`src/hw/pto_pkg.sv`:
```
// Package: offsets, field positions and reset values of the PHY tuning override register
package pto_pkg;
	// ==========================================================
	// Register map
	localparam logic [11:0] PTO_CTRL_OFFSET = 12'h0ec;
	localparam logic [31:0] PTO_CTRL_RESET = 32'h0000_0000;
	// Writable bits: 26:24, 18:16, 10:8, 2:0
	localparam logic [31:0] PTO_CTRL_WMASK = 32'h0707_0707;
	// ==========================================================
	// Field positions
	localparam int PTO_P1_BASE = 0;
	localparam int PTO_P2_BASE = 8;
	localparam int PTO_P3_BASE = 16;
	localparam int PTO_P4_BASE = 24;
	localparam int PTO_DE_OFS = 0;
	localparam int PTO_AMP_OFS = 1;
	localparam int PTO_EQ_OFS = 2;
	localparam int PTO_EQ_FUNC_LSB = 0;
	localparam int PTO_EQ_INIT_LSB = 4;
	// ==========================================================
	// Widths
	localparam int PTO_EQ_W = 4;
	localparam int PTO_MAX_PORTS = 4;
	localparam int PTO_SMALL_PORTS = 2;
endpackage : pto_pkg

```
`src/hw/pto_ctrl.sv`:
```
// PHY tuning override control register with per-port PHY setting selection
`timescale 1ns/1ps
// Summary of operation
// With bit 16 set, port 3 de-emphasis comes from its value field, else the default.
// On the two-port variant the port 3 bits store writes but never change a PHY setting.
// Reserved bits 15:11 and 7:3 (and the other reserved bits) ignore writes and read zero.
// With bit 10 set, port 2 equalization takes both functional and initial values.
// With bit 9 set, port 2 swing comes from its value field.
// With bit 8 set, port 2 de-emphasis comes from its value field.
// With bit 2 set, port 1 equalization takes both functional and initial values.
// With bit 1 set, port 1 swing comes from its value field.
// With bit 0 set, port 1 de-emphasis comes from its value field.
// Fundamental reset, global reset or power-on reset clears every override bit.
// Equalizer value bits 7:4 are the initial value and 3:0 the functional value.
// Bits 26:24 are the port 4 overrides, inert on the two-port variant.
// The register sits at configuration offset ech, read/write, reset value zero.
// A clear override bit gives the PHY the built-in default whatever the value field holds.
module pto_ctrl #(
	parameter int NUM_PORTS = 4,
	parameter int DE_W = 4,
	parameter int AMP_W = 4
) (
	// Clock and resets
	input wire logic clock_i,
	input wire logic resetn_i,
	input wire logic fundamental_resetn_i,
	input wire logic global_reset_in_n_i,
	// Configuration access
	input wire logic [11:0] cfg_addr_i,
	input wire logic cfg_wr_i,
	input wire logic [3:0] cfg_be_i,
	input wire logic [31:0] cfg_wdata_i,
	input wire logic cfg_rd_i,
	output logic [31:0] cfg_rdata_o,
	output logic cfg_hit_o,
	// Override values from companion registers, port n in slice n-1
	input wire logic [pto_pkg::PTO_MAX_PORTS*DE_W-1:0] deemph_value_i,
	input wire logic [pto_pkg::PTO_MAX_PORTS*AMP_W-1:0] tx_amplitude_value_i,
	input wire logic [pto_pkg::PTO_MAX_PORTS*2*pto_pkg::PTO_EQ_W-1:0] equalize_value_i,
	// Built-in defaults
	input wire logic [pto_pkg::PTO_MAX_PORTS*DE_W-1:0] deemph_default_i,
	input wire logic [pto_pkg::PTO_MAX_PORTS*AMP_W-1:0] tx_amplitude_default_i,
	input wire logic [pto_pkg::PTO_MAX_PORTS*2*pto_pkg::PTO_EQ_W-1:0] equalize_default_i,
	// PHY tuning outputs
	output logic [pto_pkg::PTO_MAX_PORTS*DE_W-1:0] phy_deemph_o,
	output logic [pto_pkg::PTO_MAX_PORTS*AMP_W-1:0] phy_tx_amplitude_o,
	output logic [pto_pkg::PTO_MAX_PORTS*pto_pkg::PTO_EQ_W-1:0] phy_equalize_functional_o,
	output logic [pto_pkg::PTO_MAX_PORTS*pto_pkg::PTO_EQ_W-1:0] phy_equalize_initial_o
);
	import pto_pkg::*;

	// ==========================================================
	// Parameter checks
	// Refused at elaboration, so a bad variant never builds
	if (NUM_PORTS != PTO_SMALL_PORTS && NUM_PORTS != PTO_MAX_PORTS) begin : g_bad_ports
		$error("NUM_PORTS must be 2 or 4");
	end
	if (DE_W < 1 || AMP_W < 1) begin : g_bad_widths
		$error("value widths must be positive");
	end

	// ==========================================================
	// Reset combine
	// Any of the three resets clears the register; glitch-free AND of active-low sources
	logic rst_n;
	assign rst_n = resetn_i & fundamental_resetn_i & global_reset_in_n_i;

	// ==========================================================
	// Register
	logic [31:0] ctrl_q;
	logic [31:0] ctrl_d;
	logic [31:0] be_mask;
	logic sel;

	assign sel = (cfg_addr_i[11:2] == PTO_CTRL_OFFSET[11:2]);
	assign cfg_hit_o = sel & (cfg_wr_i | cfg_rd_i);
	assign be_mask = {{8{cfg_be_i[3]}}, {8{cfg_be_i[2]}}, {8{cfg_be_i[1]}}, {8{cfg_be_i[0]}}};

	always_comb begin
		ctrl_d = ctrl_q;
		if (sel && cfg_wr_i) begin
			// Only override bits take writes, reserved stay zero
			ctrl_d = (ctrl_q & ~(be_mask & PTO_CTRL_WMASK)) |
				(cfg_wdata_i & be_mask & PTO_CTRL_WMASK);
		end
	end

	always_ff @(posedge clock_i or negedge rst_n) begin
		if (!rst_n) begin
			ctrl_q <= PTO_CTRL_RESET;
		end else begin
			ctrl_q <= ctrl_d;
		end
	end

	// Registered read data
	always_ff @(posedge clock_i or negedge rst_n) begin
		if (!rst_n) begin
			cfg_rdata_o <= 32'h0000_0000;
		end else if (sel && cfg_rd_i) begin
			cfg_rdata_o <= ctrl_q & PTO_CTRL_WMASK;
		end else if (cfg_rd_i) begin
			cfg_rdata_o <= 32'h0000_0000;
		end
	end

	// ==========================================================
	// Per-port selection
	localparam int BASES [PTO_MAX_PORTS] = '{PTO_P1_BASE, PTO_P2_BASE, PTO_P3_BASE, PTO_P4_BASE};
	for (genvar p = 0; p < PTO_MAX_PORTS; p++) begin : g_port
		pto_port_sel #(
			.DE_W(DE_W),
			.AMP_W(AMP_W)
		) u_sel (
			.present_i(1'(p < NUM_PORTS)),
			.deemph_override_en_i(ctrl_q[BASES[p] + PTO_DE_OFS]),
			.tx_amplitude_override_en_i(ctrl_q[BASES[p] + PTO_AMP_OFS]),
			.rx_equalize_override_en_i(ctrl_q[BASES[p] + PTO_EQ_OFS]),
			.deemph_value_i(deemph_value_i[p*DE_W +: DE_W]),
			.tx_amplitude_value_i(tx_amplitude_value_i[p*AMP_W +: AMP_W]),
			.equalize_value_i(equalize_value_i[p*2*PTO_EQ_W +: 2*PTO_EQ_W]),
			.deemph_default_i(deemph_default_i[p*DE_W +: DE_W]),
			.tx_amplitude_default_i(tx_amplitude_default_i[p*AMP_W +: AMP_W]),
			.equalize_default_i(equalize_default_i[p*2*PTO_EQ_W +: 2*PTO_EQ_W]),
			.deemph_o(phy_deemph_o[p*DE_W +: DE_W]),
			.tx_amplitude_o(phy_tx_amplitude_o[p*AMP_W +: AMP_W]),
			.equalize_functional_o(phy_equalize_functional_o[p*PTO_EQ_W +: PTO_EQ_W]),
			.equalize_initial_o(phy_equalize_initial_o[p*PTO_EQ_W +: PTO_EQ_W])
		);
	end

	// ==========================================================
	// Checks
	// Fixed bit positions here, so a wrong BASES entry cannot hide itself
	chk_p1_deemph_sel: assert property (@(posedge clock_i) disable iff (!rst_n)
		phy_deemph_o[DE_W-1:0] == (ctrl_q[0] ? deemph_value_i[DE_W-1:0]
			: deemph_default_i[DE_W-1:0])) else $error("port 1 de-emphasis wrong");
	chk_p1_amp_sel: assert property (@(posedge clock_i) disable iff (!rst_n)
		!ctrl_q[1] |-> phy_tx_amplitude_o[AMP_W-1:0] == tx_amplitude_default_i[AMP_W-1:0])
		else $error("port 1 swing not default");
	chk_p1_amp_ovr: assert property (@(posedge clock_i) disable iff (!rst_n)
		ctrl_q[1] |-> phy_tx_amplitude_o[AMP_W-1:0] == tx_amplitude_value_i[AMP_W-1:0])
		else $error("port 1 swing not overridden");
	chk_p1_eq_sel: assert property (@(posedge clock_i) disable iff (!rst_n)
		ctrl_q[2] |-> phy_equalize_initial_o[3:0] == equalize_value_i[7:4]
			&& phy_equalize_functional_o[3:0] == equalize_value_i[3:0])
		else $error("port 1 equalizer wrong");
	chk_p2_deemph_sel: assert property (@(posedge clock_i) disable iff (!rst_n)
		ctrl_q[8] |-> phy_deemph_o[DE_W +: DE_W] == deemph_value_i[DE_W +: DE_W])
		else $error("port 2 de-emphasis wrong");
	chk_p2_amp_sel: assert property (@(posedge clock_i) disable iff (!rst_n)
		ctrl_q[9] |-> phy_tx_amplitude_o[AMP_W +: AMP_W] == tx_amplitude_value_i[AMP_W +: AMP_W])
		else $error("port 2 swing wrong");
	chk_p2_eq_sel: assert property (@(posedge clock_i) disable iff (!rst_n)
		ctrl_q[10] |-> phy_equalize_initial_o[7:4] == equalize_value_i[15:12]
			&& phy_equalize_functional_o[7:4] == equalize_value_i[11:8])
		else $error("port 2 equalizer wrong");
	chk_p3_deemph_sel: assert property (@(posedge clock_i) disable iff (!rst_n)
		(ctrl_q[16] && NUM_PORTS > 2) |->
			phy_deemph_o[2*DE_W +: DE_W] == deemph_value_i[2*DE_W +: DE_W])
		else $error("port 3 de-emphasis wrong");
	chk_p4_deemph_sel: assert property (@(posedge clock_i) disable iff (!rst_n)
		(ctrl_q[24] && NUM_PORTS > 2) |->
			phy_deemph_o[3*DE_W +: DE_W] == deemph_value_i[3*DE_W +: DE_W])
		else $error("port 4 de-emphasis wrong");
	chk_p4_amp_sel: assert property (@(posedge clock_i) disable iff (!rst_n)
		(ctrl_q[25] && NUM_PORTS > 2) |->
			phy_tx_amplitude_o[3*AMP_W +: AMP_W] == tx_amplitude_value_i[3*AMP_W +: AMP_W])
		else $error("port 4 swing wrong");
	chk_p4_eq_sel: assert property (@(posedge clock_i) disable iff (!rst_n)
		(ctrl_q[26] && NUM_PORTS > 2) |->
			phy_equalize_initial_o[15:12] == equalize_value_i[31:28]
			&& phy_equalize_functional_o[15:12] == equalize_value_i[27:24])
		else $error("port 4 equalizer wrong");
	chk_absent_port_default: assert property (@(posedge clock_i) disable iff (!rst_n)
		NUM_PORTS == 2 |-> phy_deemph_o[2*DE_W +: DE_W] == deemph_default_i[2*DE_W +: DE_W]
			&& phy_deemph_o[3*DE_W +: DE_W] == deemph_default_i[3*DE_W +: DE_W])
		else $error("absent port changed");

	// ==========================================================
	// Checks: clear or absent override leaves the default
	// Absent ports are held to defaults whatever their stored bits say
	for (genvar p = 0; p < PTO_MAX_PORTS; p++) begin : g_chk_port
		chk_deemph_default: assert property (@(posedge clock_i) disable iff (!rst_n)
			(!ctrl_q[BASES[p] + PTO_DE_OFS] || p >= NUM_PORTS) |->
				phy_deemph_o[p*DE_W +: DE_W] == deemph_default_i[p*DE_W +: DE_W])
			else $error("de-emphasis not default");
		chk_amp_default: assert property (@(posedge clock_i) disable iff (!rst_n)
			(!ctrl_q[BASES[p] + PTO_AMP_OFS] || p >= NUM_PORTS) |->
				phy_tx_amplitude_o[p*AMP_W +: AMP_W] == tx_amplitude_default_i[p*AMP_W +: AMP_W])
			else $error("swing not default");
		chk_eq_default: assert property (@(posedge clock_i) disable iff (!rst_n)
			(!ctrl_q[BASES[p] + PTO_EQ_OFS] || p >= NUM_PORTS) |->
				phy_equalize_functional_o[p*PTO_EQ_W +: PTO_EQ_W] ==
					equalize_default_i[p*2*PTO_EQ_W + PTO_EQ_FUNC_LSB +: PTO_EQ_W]
				&& phy_equalize_initial_o[p*PTO_EQ_W +: PTO_EQ_W] ==
					equalize_default_i[p*2*PTO_EQ_W + PTO_EQ_INIT_LSB +: PTO_EQ_W])
			else $error("equalizer not default");
	end

	// ==========================================================
	// Checks: register and read path
	chk_reserved_zero: assert property (@(posedge clock_i) disable iff (!rst_n)
		(ctrl_q & ~PTO_CTRL_WMASK) == 32'h0000_0000 && (cfg_rdata_o & ~PTO_CTRL_WMASK) == 32'h0)
		else $error("reserved bit set");
	chk_write_takes: assert property (@(posedge clock_i) disable iff (!rst_n)
		(sel && cfg_wr_i && cfg_be_i == 4'hf) |=>
			ctrl_q == ($past(cfg_wdata_i) & PTO_CTRL_WMASK))
		else $error("write not stored");
	chk_read_data: assert property (@(posedge clock_i) disable iff (!rst_n)
		(sel && cfg_rd_i) |=> cfg_rdata_o == ($past(ctrl_q) & PTO_CTRL_WMASK))
		else $error("read data wrong");
	chk_read_other: assert property (@(posedge clock_i) disable iff (!rst_n)
		(!sel && cfg_rd_i) |=> cfg_rdata_o == 32'h0000_0000)
		else $error("foreign read not zero");
	chk_rdata_holds: assert property (@(posedge clock_i) disable iff (!rst_n)
		!cfg_rd_i |=> $stable(cfg_rdata_o))
		else $error("read data moved without read");
	chk_reset_clears: assert property (@(posedge clock_i)
		$rose(rst_n) |-> ctrl_q == PTO_CTRL_RESET)
		else $error("override bits survived reset");
endmodule : pto_ctrl

```
`src/hw/pto_port_sel.sv`:
```
// Per-port selection between built-in default and override values
`timescale 1ns/1ps
module pto_port_sel #(
	parameter int DE_W = 4,
	parameter int AMP_W = 4
) (
	// Enables
	input wire logic present_i,
	input wire logic deemph_override_en_i,
	input wire logic tx_amplitude_override_en_i,
	input wire logic rx_equalize_override_en_i,
	// Override values
	input wire logic [DE_W-1:0] deemph_value_i,
	input wire logic [AMP_W-1:0] tx_amplitude_value_i,
	input wire logic [2*pto_pkg::PTO_EQ_W-1:0] equalize_value_i,
	// Built-in defaults
	input wire logic [DE_W-1:0] deemph_default_i,
	input wire logic [AMP_W-1:0] tx_amplitude_default_i,
	input wire logic [2*pto_pkg::PTO_EQ_W-1:0] equalize_default_i,
	// PHY side
	output logic [DE_W-1:0] deemph_o,
	output logic [AMP_W-1:0] tx_amplitude_o,
	output logic [pto_pkg::PTO_EQ_W-1:0] equalize_functional_o,
	output logic [pto_pkg::PTO_EQ_W-1:0] equalize_initial_o
);
	import pto_pkg::*;
	logic [2*PTO_EQ_W-1:0] eq_sel;
	// Absent ports see defaults whatever the bit holds
	assign deemph_o = (present_i && deemph_override_en_i) ?
		deemph_value_i : deemph_default_i;
	assign tx_amplitude_o = (present_i && tx_amplitude_override_en_i) ?
		tx_amplitude_value_i : tx_amplitude_default_i;
	// Both equalizer halves switch together
	assign eq_sel = (present_i && rx_equalize_override_en_i) ?
		equalize_value_i : equalize_default_i;
	assign equalize_functional_o = eq_sel[PTO_EQ_FUNC_LSB +: PTO_EQ_W];
	assign equalize_initial_o = eq_sel[PTO_EQ_INIT_LSB +: PTO_EQ_W];
endmodule : pto_port_sel

```
`config.mk`:
```
export PLATFORM = sky130hd
export DESIGN_NAME = pto_ctrl
export DESIGN_NICKNAME = d
export VERILOG_FILES = /design/src/hw/pto_pkg.sv /design/src/hw/pto_ctrl.sv /design/src/hw/pto_port_sel.sv
export SDC_FILE = /design/constraint.sdc
export NUM_CORES = 1
export LEC_CHECK = 0
export BUFFER_PORTS_ARGS = -buffer_cell sky130_fd_sc_hd__buf_2
export CORE_AREA = 2 2 108 110
export DETAILED_ROUTE_END_ITERATION = 10
export DIE_AREA = 0 0 110 112
export GPL_TIMING_DRIVEN = 0
export PLACE_DENSITY = 0.57
export SYNTH_ARGS = -nofsm -noshare
export SYNTH_HDL_FRONTEND = slang
export SYNTH_HIERARCHICAL = 1
export SYNTH_SLANG_ARGS = --single-unit
export TNS_END_PERCENT = 1
```
`constraint.sdc`:
```
create_clock -name clock_i -period 2.23 [get_ports clock_i]
set_input_delay 0.3345 -clock clock_i [delete_from_list [all_inputs] [get_ports clock_i]]
set_output_delay 0.3345 -clock clock_i [all_outputs]
set_load 0.1 [all_outputs]
```
# [Word level (Yosys, flattened, before mapping)]
# Cells that the tools add are included.
[op_classes] addsub=0 n_mux=14 shifts=0 mul=0 n_bitwise=8 magnitude_cmp=0 n_div=0 reduce_logical=3 eq_ne=1
[op_table] operator="32-bit 2-to-1 mux" n=2
[op_table] operator="32-bit bitwise AND" n=1
[op_table] operator="4-bit 2-to-1 mux" n=8
[op_table] operator="8-bit 2-to-1 mux" n=4
[op_table] operator="27-bit inverter with 32-bit output" n=1
[op_table] operator="32-bit by 27-bit OR with 32-bit output" n=1
[op_table] operator="27-bit bitwise AND" n=1
[op_table] operator="10-bit by 6-bit equality test with 1-bit output, second input constant" n=1
[op_table] operator="1-bit bitwise AND" n=3
[op_table] operator="1-bit logical AND" n=2
[op_table] operator="2-bit nonzero test" n=1
[op_table] operator="1-bit OR" n=1
[word_totals] latchBits=0 out_inout_bits=97 mem_count=0 elab_cells=28 in_bits=182 register_bits=64 romBits=0 mem_bits_rw=0

# [Depth between registers and ports, before layout]
[depth] word_depth=3 mapped_depth=4 mapped_depth_nobuf=3

# [Hierarchy]
# Netlist, hierarchy kept.
[by_module_without_submodules] mod="pto_ctrl" cells_each=113 area_per_inst_um2=1266.2 seq_area_each_um2=600.6 n_inst=1
[by_module_without_submodules] mod="pto_port_sel" cells_each=19 area_per_inst_um2=193.9 seq_area_each_um2=0.0 n_inst=4

# [Worst setup path before layout]
# OpenSTA, ideal clock, no wires.
[synth_timing] path_kind="input-to-output" from="input port cfg_addr_i[9]" to="output port cfg_hit_o" required_time_ns=1.896 path_slack_ns=-0.807 arrival_time_ns=2.702 cell_stages=4 cell_sequence="or4_4 > or3_4 > buf_6 > nor2_1"
[synth_between] elab_chain_cells=2
[synth_lines] element="from (decl)" line_no="pto_ctrl.sv:29" source="input wire logic [11:0] cfg_addr_i,"
[synth_lines] element="10-bit by 6-bit equality test with 1-bit output" line_no="pto_ctrl.sv:75" source="assign sel = (cfg_addr_i[11:2] == PTO_CTRL_OFFSET[11:2]);"
[synth_lines] element="1-bit bitwise AND" line_no="pto_ctrl.sv:76" source="assign cfg_hit_o = sel & (cfg_wr_i | cfg_rd_i);"
[synth_lines] element="to (decl)" line_no="pto_ctrl.sv:35" source="output logic cfg_hit_o,"
# No other way between the ends.

# [Worst setup path after layout]
[layout_timing] from="input port cfg_addr_i[10]" to="output port cfg_hit_o"
# The elaborated chain is that of the path after synthesis.

==> out/results.tsv <==
stage	metric	value	unit
floorplanning	die_y	112	um
final_layout	fin_cells	602	
worst_hold_path	min_from	cfg_wdata_i[26]	
placement	place_area	3520	um2
logic_synthesis	synth_area	2040	um2
logic_synthesis	syn_area_per_cell	10.8	um2
final_layout	regArea	601	um2
sta	rsz0062_at_grt	no	
sta	tightest_slew	1.19	ns
clock_tree	clock-sinks	24	
sta	slew_violations	0	
power	p_total	1740	uW
job	drv_cap	0	
clock_tree	htreeDepth	1	
global_route	grt_pass1_wl	11.0	mm
clock_tree	cts-root-buf	clkbuf_16	
sta	setup_tns	0	ns
final_layout	drive_gt1_share	75.4	%
route	drc	0	
clock_tree	numCtsBuffers	3	
clock_tree	clock_latency	0.25	ns
floorplanning	ios	279	
final_layout	areaGrowthSynthToFinish	77.4	%
critical_path	cp-startpoint	cfg_addr_i[10]	
clock_tree	holdBufCountCts	0	
critical_path	critPathRequiredTime	1.90	ns
clock_tree	cts_max_path_buffers	2	
placement	dp_cells	597	
worst_hold_path	hp-class	primary input to register	
route	routed_wl	7.68	mm
sta	post-route-min-period	2.18	ns
placement	place_hpwl	6.84	mm
logic_synthesis	synth_top_cell_by_area	mux2_2	
status	status	finished, final reports clean	
sta	finalSetupViolCount	0	
critical_path	path_max_fanout	10	
sta	finalHoldViolCount	0	
floorplanning	die-area	12300	um2
logic_synthesis	synth.top_cell.area_share	35.3	%
power	power.density	481	nW/um2
logic_synthesis	yosysWarningCount	6	
logic_synthesis	syn_inst	189	
global_route	antenna_found_initial	0	
logic_synthesis	ys_seq_area_share	29.4	%
clock_tree	path_clk_slew	0.06	ns
global_route	grt-ovfl-total	0	
floorplanning	die_x	110	um
sta	fin_crit_sh	97.6	%
route	vias_per_cell	3.95	
sta	skew	0.00129	ns
logic_synthesis	synth_area_leaders	mux2_2 35%, dfrtp_1 29%, buf_4 7.4%	
critical_path	critical_path_class	primary input to output pin	
route	dr.pass1.iters	4	
final_layout	nNetsFinal	643	
floorplanning	coreArea	11200	um2
final_layout	fill_cells	1191	
route	drt-initial-drc-count	55	
sta	max_slew_margin	20.4	%
floorplanning	start_util	18.3	%
global_route	first_global_vias	2311	
placement	gp_congestion	0.728	
power	vdd_drop_max	0.215	mV
critical_path	cp-start-kind	primary input	
global_route	grt_max_degree	25	
sta	fmax	460	MHz
route	drtAntennaViolNets	0	
critical_path	worstPathArrival	1.84	ns
global_route	gr-usage-all-layers	11.6	%
floorplanning	rows	39	
final_layout	num_antenna_cells	0	
final_layout	multiInputGateArea	1340	um2
route	vias	2377	
logic_synthesis	ys_ff_latch	24	
placement	portBuffers	235	
critical_path	end_kind	output pin	
final_layout	fin_area	3620	um2
logic_synthesis	synth.distinct_cells	20	
route	wire_per_inst	12.8	um
clock_tree	cts_tree	built	
power	leakage	0.00197	uW
[cells in the final DEF, fill, tap and decap left out, types with 2 or more instances in the layout]
cell / synthesis / routed
buf_2: 0 / 234
mux2_2: 64 / 64
conb_1: 2 / 32
nand2_1: 25 / 25
dfrtp_1: 24 / 24
buf_4: 20 / 22
inv_1: 12 / 12
mux2_1: 12 / 12
o22ai_2: 9 / 9
nand2_2: 4 / 4
o22ai_1: 3 / 3
nor4_2: 3 / 3
clkbuf_16: 0 / 3
clkbuf_1: 2 / 2
[what timing repair did]
action,in CTS,in global routing
gates resized for setup,4,0
endpoints found under the setup margin,1,0
setup buffers,2,0
[critical path, cell delays in order]
cell    delay [ns]
buf_2         0.10
or4_4         0.53
or3_4         0.41
buf_6         0.17
nor2_4        0.11
buf_12        0.18
[cell usage after synthesis]
cell and number:
and3_1 1, buf_1 1, buf_4 20, buf_6 1, clkbuf_1 2, conb_1 2
dfrtp_1 24, inv_1 12, mux2_1 12, mux2_2 64, nand2_1 25, nand2_2 4
nand4b_2 1, nor2_1 2, nor4_2 3, nor4_4 1, o22ai_1 3, o22ai_2 9
or3_4 1, or4_4 1
[per-stage QoR]
step / setup WS, ns / util [%] / hold slack [ns]
after floorplan: -0.0108 / - / 0.469
after global placement: -0.236 / 31.5 / 0.502
after detailed placement: -0.231 / 31.5 / 0.509
after CTS: 0.0437 / 32.4 / 0.288
after global routing: 0.0267 / 32.4 / 0.295
final: 0.0540 / 32.4 / 0.291
[cell type report]
type | instances | share of cell area [%]
timing repair buffer | 237 | 33.3
buffer | 24 | 4.77
inverter | 12 | 1.24
multi-input combinational | 159 | 37.1
sequential | 24 | 16.6
tap | 143 | 4.94
clock buffer | 3 | 2.07
[power breakdown]
part | internal (uW) | switching (uW)
registers | 437 | 1.52
logic | 211 | 710
clock network | 237 | 147
[path summary, 6_finish.rpt]
kind	endpoint	slack [ns]	depth (start not counted)
worst max-delay path	cfg_hit_o	0.05	6
worst min-delay path	register	0.29	2
worst max register to register	register	1.37	1
worst min register to register	register	0.52	1
max in group asynchronous	async pin	1.05	2
min in group asynchronous	cfg_rdata_o[24]$_DFFE_PN0P_	0.46	2
[kinds of logic (layout without fill, tap and decap cells)]
| group | after synthesis | count (layout) | synth area share (%) |
|---|---|---|---|
| AO/OA/AOI/OAI | 12 | 12 | 6.43 |
| buffers and inverters | 36 | 276 | 10.7 |
| flip-flops | 24 | 24 | 29.4 |
| multiplexers | 76 | 76 | 41.9 |
| other | 2 | 32 | 0.368 |
| AND/OR/NAND/NOR | 39 | 39 | 11.2 |
[per-layer routing]
layer | global-route usage [%] | routed length (um) | share of wire, % | vias to the layer above
li1 | - | - | - | 1161
met1 | 11.8 | 2680 | 35 | 1052
met2 | 23.3 | 4150 | 54 | 154
met3 | 1.35 | 715 | 9.3 | 10
met4 | 3.97 | 127 | 1.7 | 0
met5 | 0 | 0 | 0 | -
Note: power is estimated with default switching activity, not from simulation.
